## src/rpd_pkg.sv

```systemverilog
// Purpose: constants for the reset and power-down controller
// Assumes: 4-bit core registers, one 40 MHz clock
// Notes: register map is reached over APB, one word per register
package rpd_pkg;
  localparam logic [7:0] RPD_CTRL_OFS = 8'h00;
  localparam logic [7:0] RPD_STAT_OFS = 8'h04;
  localparam logic [7:0] RPD_CFG_OFS = 8'h08;
  localparam logic [7:0] RPD_PC_OFS = 8'h0C;
  // control word bit positions (write strobes)
  localparam int RPD_CMD_ARM = 0;
  localparam int RPD_CMD_PDEN = 1;
  localparam int RPD_CMD_POFC = 2;
  localparam int RPD_CMD_POFR = 3;
  localparam int RPD_CMD_SWRST = 4;
  localparam int RPD_CMD_IE_SET = 5;
  // core flag stand-ins, so reset clearing them can be observed
  localparam int RPD_CMD_CY_SET = 6;
  localparam int RPD_CMD_UP_SET = 7;
  // reset values
  localparam logic [3:0] RPD_NIB_RST = 4'h0;
  localparam logic [13:0] RPD_PC_RST = 14'h0000;
  // reset pulse length in cycles
  localparam int RPD_RST_CYC = 4;
  typedef enum logic [2:0] {
    RPD_RUN = 3'b001,
    RPD_CLKM = 3'b010,
    RPD_RAMB = 3'b100
  } rpd_state_e;
endpackage

```

## src/rpd_top.sv

```systemverilog
// Purpose: reset and power-down sequencer of a 4-bit core
// Assumes: instruction strobes are one-cycle pulses, inputs synchronous
// Notes: also controllable by APB for test and configuration
// Function
// - any reset loads program counter zero
// - reset clears global interrupt enable
// - reset stops timer prescaler
// - reset zeroes display, wakeup, pullup, port registers
// - reset clears carry and upper-bit reference flags
// - supply drop forces system reset
// - arm instruction keeps drop detection in powerdown
// - arm instruction acts only once
// - arm latch cleared only by reset
// - enable then first off enters clock mode
// - enable then second off enters RAM backup
// - off without enable acts as no-op
// - clock mode keeps RAM, subclock, LCD, timer3
// - RAM backup keeps only RAM and reset
// - wake on external signal or timer3 underflow
// - warm start: PC zero, warm flag one
// - cold start: PC zero, warm flag zero
// - software tests warm flag and timer3 flag
// - only external wakeup or a cold reset ends RAM backup
`timescale 1ns/1ps
module rpd_top
  import rpd_pkg::*;
#(
  parameter int RST_CYC = RPD_RST_CYC
) (
  input wire logic pclk,
  input wire logic presetn,
  input wire logic psel,
  input wire logic penable,
  input wire logic pwrite,
  input wire logic [7:0] paddr,
  input wire logic [31:0] pwdata,
  output logic [31:0] prdata,
  output logic pready,
  output logic pslverr,
  input wire logic reset_pin_n,
  input wire logic watchdog_rst,
  input wire logic supply_drop,
  input wire logic arm_drop_detect_instr,
  input wire logic powerdown_enable_instr,
  input wire logic clock_mode_off_instr,
  input wire logic ram_backup_off_instr,
  input wire logic ext_wakeup,
  input wire logic timer3_underflow,
  input wire logic skip_if_warm_instr,
  output logic skip_taken,
  output logic core_reset,
  output logic pc_load,
  output logic [13:0] pc_value,
  output logic global_irq_enable,
  output logic carry_flag,
  output logic upper_bit_ref_enable,
  output logic [3:0] prescaler_control,
  output logic [3:0] display_ctrl_second,
  output logic [3:0] wakeup_ctrl_first,
  output logic [3:0] pullup_ctrl_first,
  output logic [3:0] pullup_ctrl_second,
  output logic [3:0] port_structure_first,
  output logic [3:0] port_structure_second,
  output logic [3:0] port_structure_third,
  output logic timer3_request_flag,
  output logic warm_flag,
  output logic drop_detect_active,
  output logic main_osc_run,
  output logic subclock_run,
  output logic lcd_run,
  output logic timer3_run,
  output logic cpu_clk_run
);
  // elaboration check: the restart counter is 8 bits and must run once
  if (RST_CYC < 1 || RST_CYC > 255) begin : g_bad_rst_cyc
    $error("rpd_top: RST_CYC out of range");
  end

  // any cold source; the drop input only counts while detection runs
  function automatic logic is_cold(input logic pin_n, input logic wd,
                                   input logic drop, input logic det_on,
                                   input logic sw);
    is_cold = !pin_n || wd || (drop && det_on) || sw;
  endfunction

  rpd_state_e st_ff, nxt_st;
  logic arm_ff, nxt_arm;
  logic pden_ff, nxt_pden;
  logic warm_ff, nxt_warm;
  logic t3req_ff, nxt_t3req;
  logic ie_ff, nxt_ie;
  logic carry_ff, nxt_carry;
  logic up_ff, nxt_up;
  logic [3:0] presc_ff, nxt_presc;
  logic [3:0] disp2_ff, nxt_disp2;
  logic [3:0] wake1_ff, nxt_wake1;
  logic [3:0] pull1_ff, nxt_pull1;
  logic [3:0] pull2_ff, nxt_pull2;
  logic [3:0] pstr1_ff, nxt_pstr1;
  logic [3:0] pstr2_ff, nxt_pstr2;
  logic [3:0] pstr3_ff, nxt_pstr3;
  logic [7:0] rcnt_ff, nxt_rcnt;
  logic pcld_ff, nxt_pcld;
  logic skip_ff, nxt_skip;
  logic [31:0] rd_ff, nxt_rd;

  logic det_on, cold, wake, acc, wr, rd_ok;
  logic cmd_arm, cmd_pden, cmd_pofc, cmd_pofr, cmd_sw;

  // apb decode; writes to the control word act as instruction strobes
  always_comb begin
    acc = psel && penable;
    wr = acc && pwrite && paddr == RPD_CTRL_OFS;
    cmd_arm = arm_drop_detect_instr || (wr && pwdata[RPD_CMD_ARM]);
    cmd_pden = powerdown_enable_instr || (wr && pwdata[RPD_CMD_PDEN]);
    cmd_pofc = clock_mode_off_instr || (wr && pwdata[RPD_CMD_POFC]);
    cmd_pofr = ram_backup_off_instr || (wr && pwdata[RPD_CMD_POFR]);
    cmd_sw = wr && pwdata[RPD_CMD_SWRST];
  end

  // detection runs while awake, or in powerdown only once armed
  always_comb begin
    det_on = (st_ff == RPD_RUN) || arm_ff;
    cold = is_cold(reset_pin_n, watchdog_rst, supply_drop, det_on,
                   cmd_sw);
    // backup mode has no clock source, so timer 3 cannot wake it
    wake = ext_wakeup || (st_ff == RPD_CLKM && timer3_underflow);
  end

  // sequencer and flags
  always_comb begin
    nxt_st = st_ff;
    nxt_arm = arm_ff;
    nxt_pden = pden_ff;
    nxt_warm = warm_ff;
    nxt_t3req = t3req_ff;
    nxt_ie = ie_ff;
    nxt_carry = carry_ff;
    nxt_up = up_ff;
    nxt_presc = presc_ff;
    nxt_disp2 = disp2_ff;
    nxt_wake1 = wake1_ff;
    nxt_pull1 = pull1_ff;
    nxt_pull2 = pull2_ff;
    nxt_pstr1 = pstr1_ff;
    nxt_pstr2 = pstr2_ff;
    nxt_pstr3 = pstr3_ff;
    nxt_pcld = 1'b0;
    nxt_rcnt = (rcnt_ff != 8'h00) ? rcnt_ff - 8'h01 : 8'h00;
    nxt_skip = skip_if_warm_instr && warm_ff;
    // timer 3 stands still in backup mode, so no flag there
    if (timer3_underflow && st_ff != RPD_RAMB) begin
      nxt_t3req = 1'b1;
    end
    if (cold) begin
      // cold start: whole defined state reloaded
      nxt_st = RPD_RUN;
      nxt_arm = 1'b0;
      nxt_pden = 1'b0;
      nxt_warm = 1'b0;
      nxt_t3req = 1'b0;
      nxt_ie = 1'b0;
      nxt_carry = 1'b0;
      nxt_up = 1'b0;
      nxt_presc = RPD_NIB_RST;
      nxt_disp2 = RPD_NIB_RST;
      nxt_wake1 = RPD_NIB_RST;
      nxt_pull1 = RPD_NIB_RST;
      nxt_pull2 = RPD_NIB_RST;
      nxt_pstr1 = RPD_NIB_RST;
      nxt_pstr2 = RPD_NIB_RST;
      nxt_pstr3 = RPD_NIB_RST;
      nxt_rcnt = 8'(RST_CYC);
      nxt_pcld = 1'b1;
      nxt_skip = 1'b0;
    end else begin
      unique case (st_ff)
        RPD_RUN: begin
          // the latch ignores repeats; only a cold start drops it
          if (cmd_arm && !arm_ff) begin
            nxt_arm = 1'b1;
          end
          if (cmd_pofc && pden_ff) begin
            nxt_st = RPD_CLKM;
            nxt_warm = 1'b1;
            nxt_pden = 1'b0;
          end else if (cmd_pofr && pden_ff) begin
            nxt_st = RPD_RAMB;
            nxt_warm = 1'b1;
            nxt_pden = 1'b0;
          end else if (cmd_pden) begin
            nxt_pden = 1'b1;
          end else if (cmd_pofc || cmd_pofr) begin
            nxt_pden = 1'b0;
          end
          // core flag stand-ins, settable only while running
          if (wr && pwdata[RPD_CMD_IE_SET]) begin
            nxt_ie = 1'b1;
          end
          if (wr && pwdata[RPD_CMD_CY_SET]) begin
            nxt_carry = 1'b1;
          end
          if (wr && pwdata[RPD_CMD_UP_SET]) begin
            nxt_up = 1'b1;
          end
        end
        RPD_CLKM, RPD_RAMB: begin
          if (wake) begin
            // warm start keeps registers but clears interrupt enable, carry and prescaler, restarts at page 0
            nxt_st = RPD_RUN;
            nxt_ie = 1'b0;
            nxt_carry = 1'b0;
            nxt_presc = RPD_NIB_RST;
            nxt_pcld = 1'b1;
            nxt_rcnt = 8'(RST_CYC);
          end
        end
        default: nxt_st = RPD_RUN;
      endcase
    end
    // config register write, only while running
    if (acc && pwrite && paddr == RPD_CFG_OFS && !cold &&
        st_ff == RPD_RUN) begin
      nxt_disp2 = pwdata[3:0];
      nxt_wake1 = pwdata[7:4];
      nxt_pull1 = pwdata[11:8];
      nxt_pull2 = pwdata[15:12];
      nxt_pstr1 = pwdata[19:16];
      nxt_pstr2 = pwdata[23:20];
      nxt_pstr3 = pwdata[27:24];
      nxt_presc = pwdata[31:28];
    end
    // status read clears timer flag; a new underflow wins
    if (acc && !pwrite && paddr == RPD_STAT_OFS && !cold &&
        !timer3_underflow) begin
      nxt_t3req = 1'b0;
    end
  end

  // register read mux; data is caught in the setup cycle so that it
  // already stands from flip-flops during the access cycle
  always_comb begin
    rd_ok = paddr == RPD_CTRL_OFS || paddr == RPD_STAT_OFS ||
            paddr == RPD_CFG_OFS || paddr == RPD_PC_OFS;
    nxt_rd = rd_ff;
    if (psel && !penable && !pwrite) begin
      unique case (paddr)
        RPD_CTRL_OFS: nxt_rd = {26'h0, ie_ff, 3'h0, pden_ff, arm_ff};
        RPD_STAT_OFS: nxt_rd = {24'h0, det_on, up_ff, carry_ff, t3req_ff,
                                warm_ff, st_ff};
        RPD_CFG_OFS: nxt_rd = {presc_ff, pstr3_ff, pstr2_ff, pstr1_ff,
                               pull2_ff, pull1_ff, wake1_ff, disp2_ff};
        RPD_PC_OFS: nxt_rd = {18'h0, RPD_PC_RST};
        default: nxt_rd = 32'h0000_0000;
      endcase
    end
  end

  // state registers; presetn loads the cold-start values, but 1 instead of RST_CYC into the restart counter
  always_ff @(posedge pclk or negedge presetn) begin
    if (!presetn) begin
      st_ff <= RPD_RUN;
      arm_ff <= 1'b0;
      pden_ff <= 1'b0;
      warm_ff <= 1'b0;
      t3req_ff <= 1'b0;
      ie_ff <= 1'b0;
      carry_ff <= 1'b0;
      up_ff <= 1'b0;
      presc_ff <= RPD_NIB_RST;
      disp2_ff <= RPD_NIB_RST;
      wake1_ff <= RPD_NIB_RST;
      pull1_ff <= RPD_NIB_RST;
      pull2_ff <= RPD_NIB_RST;
      pstr1_ff <= RPD_NIB_RST;
      pstr2_ff <= RPD_NIB_RST;
      pstr3_ff <= RPD_NIB_RST;
      rcnt_ff <= 8'h01;
      pcld_ff <= 1'b1;
      skip_ff <= 1'b0;
      rd_ff <= 32'h0000_0000;
    end else begin
      st_ff <= nxt_st;
      arm_ff <= nxt_arm;
      pden_ff <= nxt_pden;
      warm_ff <= nxt_warm;
      t3req_ff <= nxt_t3req;
      ie_ff <= nxt_ie;
      carry_ff <= nxt_carry;
      up_ff <= nxt_up;
      presc_ff <= nxt_presc;
      disp2_ff <= nxt_disp2;
      wake1_ff <= nxt_wake1;
      pull1_ff <= nxt_pull1;
      pull2_ff <= nxt_pull2;
      pstr1_ff <= nxt_pstr1;
      pstr2_ff <= nxt_pstr2;
      pstr3_ff <= nxt_pstr3;
      rcnt_ff <= nxt_rcnt;
      pcld_ff <= nxt_pcld;
      skip_ff <= nxt_skip;
      rd_ff <= nxt_rd;
    end
  end

  // outputs; domain gating follows the power-down mode
  assign prdata = rd_ff;
  assign pready = 1'b1; // zero wait states
  assign pslverr = acc && !rd_ok;
  assign skip_taken = skip_ff;
  assign core_reset = rcnt_ff != 8'h00;
  assign pc_load = pcld_ff;
  assign pc_value = RPD_PC_RST;
  assign global_irq_enable = ie_ff;
  assign carry_flag = carry_ff;
  assign upper_bit_ref_enable = up_ff;
  assign prescaler_control = presc_ff;
  assign display_ctrl_second = disp2_ff;
  assign wakeup_ctrl_first = wake1_ff;
  assign pullup_ctrl_first = pull1_ff;
  assign pullup_ctrl_second = pull2_ff;
  assign port_structure_first = pstr1_ff;
  assign port_structure_second = pstr2_ff;
  assign port_structure_third = pstr3_ff;
  assign timer3_request_flag = t3req_ff;
  assign warm_flag = warm_ff;
  assign drop_detect_active = det_on;
  assign main_osc_run = st_ff == RPD_RUN;
  assign subclock_run = st_ff != RPD_RAMB;
  assign lcd_run = st_ff != RPD_RAMB;
  assign timer3_run = st_ff != RPD_RAMB;
  assign cpu_clk_run = st_ff == RPD_RUN;
endmodule

```

## config.mk

```make
export PLATFORM = sky130hd
export DESIGN_NAME = rpd_top
export DESIGN_NICKNAME = d
export VERILOG_FILES = /design/src/rpd_pkg.sv /design/src/rpd_top.sv
export SDC_FILE = /design/constraint.sdc
export NUM_CORES = 1
export LEC_CHECK = 0
export ABC_AREA = 1
export CORE_MARGIN = 2
export CORE_UTILIZATION = 40
export CTS_CLUSTER_SIZE = 14
export DETAILED_ROUTE_END_ITERATION = 7
export DONT_BUFFER_PORTS = 1
export GPL_TIMING_DRIVEN = 1
export PLACE_DENSITY = 0.61
export SYNTH_ARGS = -nofsm -noshare
export SYNTH_HDL_FRONTEND = slang
export SYNTH_SLANG_ARGS = --single-unit
```

## constraint.sdc

```tcl
create_clock -name pclk -period 1.55 [get_ports pclk]
set_clock_uncertainty 0.05 [all_clocks]
set_input_delay 0.465 -clock pclk [delete_from_list [all_inputs] [get_ports pclk]]
set_output_delay 0.465 -clock pclk [all_outputs]
set_load 0.02 [all_outputs]
```

* Yosys cells after proc, flatten, opt, wreduce, memory -nomap -nowiden
Cells that the tools add are included.
** Word-level totals
- Bits of input ports :: 55
- Logic and storage cells :: 153
- Register bits after elaboration :: 84
- Output and inout bits :: 94
** Operators by class
- Reductions and logical operators :: 69
- Equal/unequal tests :: 11
- Add/subtract/negate cells :: 1
- Muxes and demuxes :: 52
** Operator list (count)
- 32-bit one-hot mux with 3 select lines :: 1
- 4-bit two-way mux :: 12
- 8-bit two-way mux :: 4
- 1-bit logical AND :: 28
- 1-bit two-way mux :: 28
- 8-bit by 4-bit == test with 1-bit output, second input constant :: 2
- 3-bit nonzero test :: 5
- 1-bit logical OR :: 13
- 3-bit two-way mux :: 4
- 2-bit AND reduction :: 6
- 8-bit by 3-bit == test with 1-bit output, second input constant :: 1
- 8-bit logical NOT :: 1
- 2-bit nonzero test :: 4
- 8-bit nonzero test :: 1
- 8-bit by 1-bit subtractor with 8-bit output, second input constant :: 1
- 1-bit logical NOT :: 7
- 3-bit by 1-bit inequality test with 1-bit output, second input constant :: 2
- 3-bit inequality test, second input constant :: 2
- 3-bit one-hot mux with 2 select lines :: 1
- 3-bit AND reduction :: 2
- 5-bit nonzero test :: 1
- 4-bit by 1-bit inequality test with 1-bit output, second input constant :: 1
- 1-bit one-hot mux with 2 select lines :: 2
- 3-bit by 1-bit == test with 1-bit output, second input constant :: 1
- other kinds (3) :: 3

* Logic depth before layout (Yosys ltp)
- Word-level depth :: 12
- Mapped depth :: 11
- Mapped depth without buffers :: 10

* Worst setup path before layout
Ideal clock, no wire load.
- Path kind :: input to register
- From :: input paddr[7]
- To :: register presc_ff[0], in the netlist prescaler_control[0]
- Path slack :: -134 ps
- Arrival time :: 1516 ps
- Data required time :: 1382 ps
- Path buffers :: 2
- Stages on the path :: 10
- Cell sequence :: nor2_1 nand2_1 nor2_4 nand3_2 nand2_4 nor2_2 buf_6 buf_6 nand3_1 nand2_1
** Between the ends
- Longest elaborated chain between the ends :: 9
- Elaborated cells between the ends (all ways) :: 14
- Classes of those cells :: eq/ne (1); mux (2); reduce/logical (11)
** Ends and longest elaborated chain
- start, declared :: RTL line rpd_top.sv:35 : input wire logic [7:0] paddr,
- 8-bit logical NOT :: RTL line rpd_top.sv:113 : wr = acc && pwrite && paddr == RPD_CTRL_OFS;
- 1-bit logical AND :: RTL line rpd_top.sv:113
- 1-bit logical AND :: RTL line rpd_top.sv:118 : cmd_sw = wr && pwdata[RPD_CMD_SWRST];
- 1-bit logical OR :: RTL line rpd_top.sv:83 : is_cold = !pin_n || wd || (drop && det_on) || sw;
- 1-bit logical NOT :: RTL line rpd_top.sv:222 : if (acc && pwrite && paddr == RPD_CFG_OFS && !cold &&
- 1-bit logical AND (2 in series) :: RTL line rpd_top.sv:222
- 3-bit nonzero test (no line)
- 2-bit AND reduction (no line)
- end signal, assigned :: RTL line rpd_top.sv:291 : presc_ff <= nxt_presc;
- end, declared :: RTL line rpd_top.sv:94 : logic [3:0] presc_ff, nxt_presc;
Several ways; a longest one is shown, not always the timed one.
A chain may end at the register's enable or synchronous reset.

* Worst setup path in the final report
- From :: register st_ff[0]
- To :: output main_osc_run
** Between the ends
- Longest elaborated chain between the ends :: 1
** Ends and longest elaborated chain
- start, declared :: RTL line rpd_top.sv:86 : rpd_state_e st_ff, nxt_st;
- start signal, assigned :: RTL line rpd_top.sv:283 : st_ff <= nxt_st;
- 3-bit by 1-bit == test with 1-bit output :: RTL line rpd_top.sv:328 : assign main_osc_run = st_ff == RPD_RUN;
- end, declared :: RTL line rpd_top.sv:68 : output logic main_osc_run,
No other way between the ends.

==> summary.txt <==
STA
  – Final hold slack: -245.0 ps
  – RSZ-0062 raised after global routing: true
  – Max Freq: 531.9 MHz
  – Final setup margin: -330.1 ps
  – Hold Vio Cnt, Final: 84
  – Final setup vio count: 54
  – Fin crit period: 1880 ps
  – Final worst-path cycle share: 121.3%
  – Max-slew violations: 0

Yosys
  – Synth area leader: dfrtp_1
  – Seq/Total Area, Yosys: 52.71%
  – Gate Count Post-Synth: 481
  – Dominant cells by area after synthesis: dfrtp_1 51%, nand2_1 17%, nand3_1 6.6%
  – Mux cell area share after synthesis: 0%
  – Yosys top cell area share: 50.74%
  – #FFs+latches synth: 84
  – Mapped Avg Cell Area: 8.306 µm²
  – Compound-cell area share of the yosys netlist: 6.358%
  – XOR/XNOR share of the synthesized area: 1.096%
  – Mapped Area: 3995 µm²
  – Post-Synth Simple-Gate Area: 30.35%
  – Synth warnings: 0
  – Largest family of logic cells by synthesized area: simple AND/OR/NAND/NOR gates
  – Library cells used by synthesis: 34
  – Adder-cell area share of the yosys netlist: 0.6264%

Worst setup path
  – Crit start category: register
  – Worst r2r src: st_ff[2]
  – Worst EP arrival: 1370 ps
  – Setup crit end kind: primary output
  – Crit path from: st_ff[0]
  – Setup crit end: main_osc_run
  – Worst path required time: 1030 ps
  – Depth of the most critical reg-to-reg path: 12
  – Kind of critical path: register to primary output
  – Flop-to-flop setup slack: -200 ps
  – Critical Path Fanout Max: 4
  – Worst flop-to-flop path endpoint: port_structure_first[3]

CTS
  – Clock latency on the worst-skew pair: 350 ps
  – CTS tree: yes
  – Clk slew on worst S/H paths: 90 ps
  – # H-tree levels: 3
  – Bufs on Longest Clock Path: 2
  – Root buf cell: clkbuf_8
  – Clock sinks: 84
  – Total CTS buffers: 9

Power
  – Static Leak: 2.505 nW
  – Switching part of the total: 24.32%
  – Total Power: 4.204 mW
  – Psw: 1.022 mW
  – Peak supply drop: 444.7 µV
  – Cell internal pwr: 3.182 mW
  – Flop pwr share: 52.9%
  – Power share of the combinational group: 8.9%
  – Clock network fraction of design power: 38.3%
  – Power per cell area: 781.6 nW/µm²

Floorplan
  – Initial Utilization: 41.06%
  – Core area: 9729 µm²
  – Die area: 10800 µm²
  – Die span in x: 103.9 µm
  – I/O pin count: 149
  – Die Y: 103.9 µm
  – FP Rows: 36

Routing
  – Final wirelength: 11.99 mm
  – Antenna Nets Post-Route: 0
  – Via density: 5.113
  – Routed vias: 3446
  – Wire per inst: 17.79 µm
  – DRC errors left: 0
  – DR iter-0 viols: 226
  – First-pass DRT Iterations: 4

Placement
  – Dpl ws: -217.7 ps
  – Port Buf Inserts: 0
  – DP HPWL: 7.479 mm
  – Placed inst area: 4357 µm²
  – GP Congestion: 0.8697

Finish
  – Multi-input gate area: 2088 µm²
  – Fill count: 883
  – Area Growth Syn to Fin: 34.64%
  – Nets@finish: 593
  – Share of cells above drive strength 1: 35.67%
  – Finished Cell Area: 5379 µm²
  – Sequential cell area: 2106 µm²
  – Final antenna diode count: 0

Min path
  – Min-Delay Path Class: primary input to async pin

Status
  – Outcome: finished with violations
  – Failing checks: hold timing, setup timing

Run
  – Max-cap violations: 0

GRT
  – First-pass GRT wire length: 19.38 mm
  – GRT overflow: 0
  – Initial antenna violation count: 0
  – Pin count of the biggest net entering global routing: 85
  – All-layer global routing usage: 22.86%
  – Vias in the first global route: 3622
==> registers in the layout, summed over array words and instances (netlist names), 3 cells and up <==
register,flops
display_ctrl_second,4
port_structure_first,4
port_structure_second,4
port_structure_third,4
prdata,32
prescaler_control,4
pullup_ctrl_first,4
pullup_ctrl_second,4
rcnt_ff,8
st_ff,3
wakeup_ctrl_first,4
==> stage by stage <==
| step | utilization [%] | cells | hold WS, ps | setup TNS (ps) |
|---|---|---|---|---|
| 5_1_grt | 55.29 | 674 | -283.4 | -10920 |
| 3_5_place_dp | 44.78 | 634 | 121.7 | -9988 |
| 6_report | 55.29 | 674 | -245.0 | -7466 |
| 4_1_cts | 54.93 | 677 | -268.7 | -7497 |
| 2_1_floorplan | - | 494 | 119.4 | -2910 |
| 3_3_place_gp | 44.78 | 634 | 121.6 | -8327 |
==> power by group through the flow <==
stage	logic [mW]	registers (mW)	clock network (mW)
after floorplan	0.202	2.26	0
after global placement	0.239	2.26	0
after detailed placement	0.244	2.26	0
after CTS	0.390	2.22	1.66
after global routing	0.400	2.22	1.79
final	0.372	2.22	1.61
==> layer usage <==
layer | GRT usage [%] | up-vias | share of wire, %
li1 | - | 1622 | -
met1 | 28.39 | 1666 | 40
met2 | 37.41 | 144 | 50
met3 | 7.832 | 14 | 8.1
met4 | 7.529 | 0 | 1.6
met5 | 0 | - | 0
==> worst min path at each step <==
stage	start	end	depth (start not counted)
after floorplan	presetn	arm_ff	0
after global placement	presetn	prdata[24]	0
after detailed placement	presetn	prdata[24]	0
after CTS	presetn	prescaler_control[2]	0
after global routing	presetn	prescaler_control[3]	0
final	presetn	prescaler_control[3]	0
==> area by class of cell <==
class                           count  area share, %
Clock buffer                       12          2.884
Sequential cell                    84          39.15
Tap cell                          133          3.094
Multi-Input combinational cell    346          38.82
Timing Repair Buffer               65          12.42
Clock inverter                      4         0.8839
Inverter                           30          2.745
==> cell usage after synthesis, drive strengths merged <==
| library cell | count |
|---|---|
| nand3 | 56 |
| or2 | 2 |
| a31oi | 1 |
| nand4 | 3 |
| a21oi | 6 |
| nor3 | 4 |
| nor4 | 2 |
| xor2 | 3 |
| dfrtp | 81 |
| ha | 2 |
| dfstp | 3 |
| conb | 2 |
| o21bai | 1 |
| inv | 29 |
| nor2 | 27 |
| xnor2 | 2 |
| clkinv | 1 |
| buf | 27 |
| a211oi | 1 |
| o21ai | 36 |
| nand2 | 184 |
| clkbuf | 8 |
==> cell usage in the layout, fill, tap and decap left out, types with 4 or more instances in the layout <==
master,synthesis,routed
nand3_4,2,9
nand2_2,1,17
conb_1,2,15
nor2_4,2,6
nand3_1,53,9
clkbuf_8,0,11
nand2_4,2,7
o21ai_0,25,23
buf_6,3,10
nor2_1,24,13
o21ai_1,11,11
nor2_2,1,8
nand2_1,181,158
buf_8,0,4
nand3_2,1,38
dfrtp_1,81,81
buf_12,0,9
inv_1,22,19
inv_2,7,5
buf_4,20,42
==> worst max-delay path, cell delays in order, from the launching register on <==
cell	delay, ps
dfstp_2	570
nand3_4	110
buf_6	150
clkinv_4	50
buf_8	130
==> cell families (layout without fill, tap and decap cells) <==
family / Yosys count / count (layout)
AND/OR/NAND/NOR: 278 / 278
flip-flops: 84 / 84
buffers and inverters: 65 / 111
AO/OA/AOI/OAI: 45 / 46
XOR/XNOR: 5 / 5
adder cells (fa/ha/maj): 2 / 2
other: 2 / 15
==> timing repair <==
| item | CTS | global route |
|---|---|---|
| cloned | 6 | 0 |
| pin swaps | 39 | 37 |
| gates resized for setup | 102 | 40 |
| buffers inserted | 23 | 6 |
| endpoints found under the setup margin | 52 | 59 |
| hold endpoints to repair | 84 | 84 |
(Power assumes the default switching activity.)
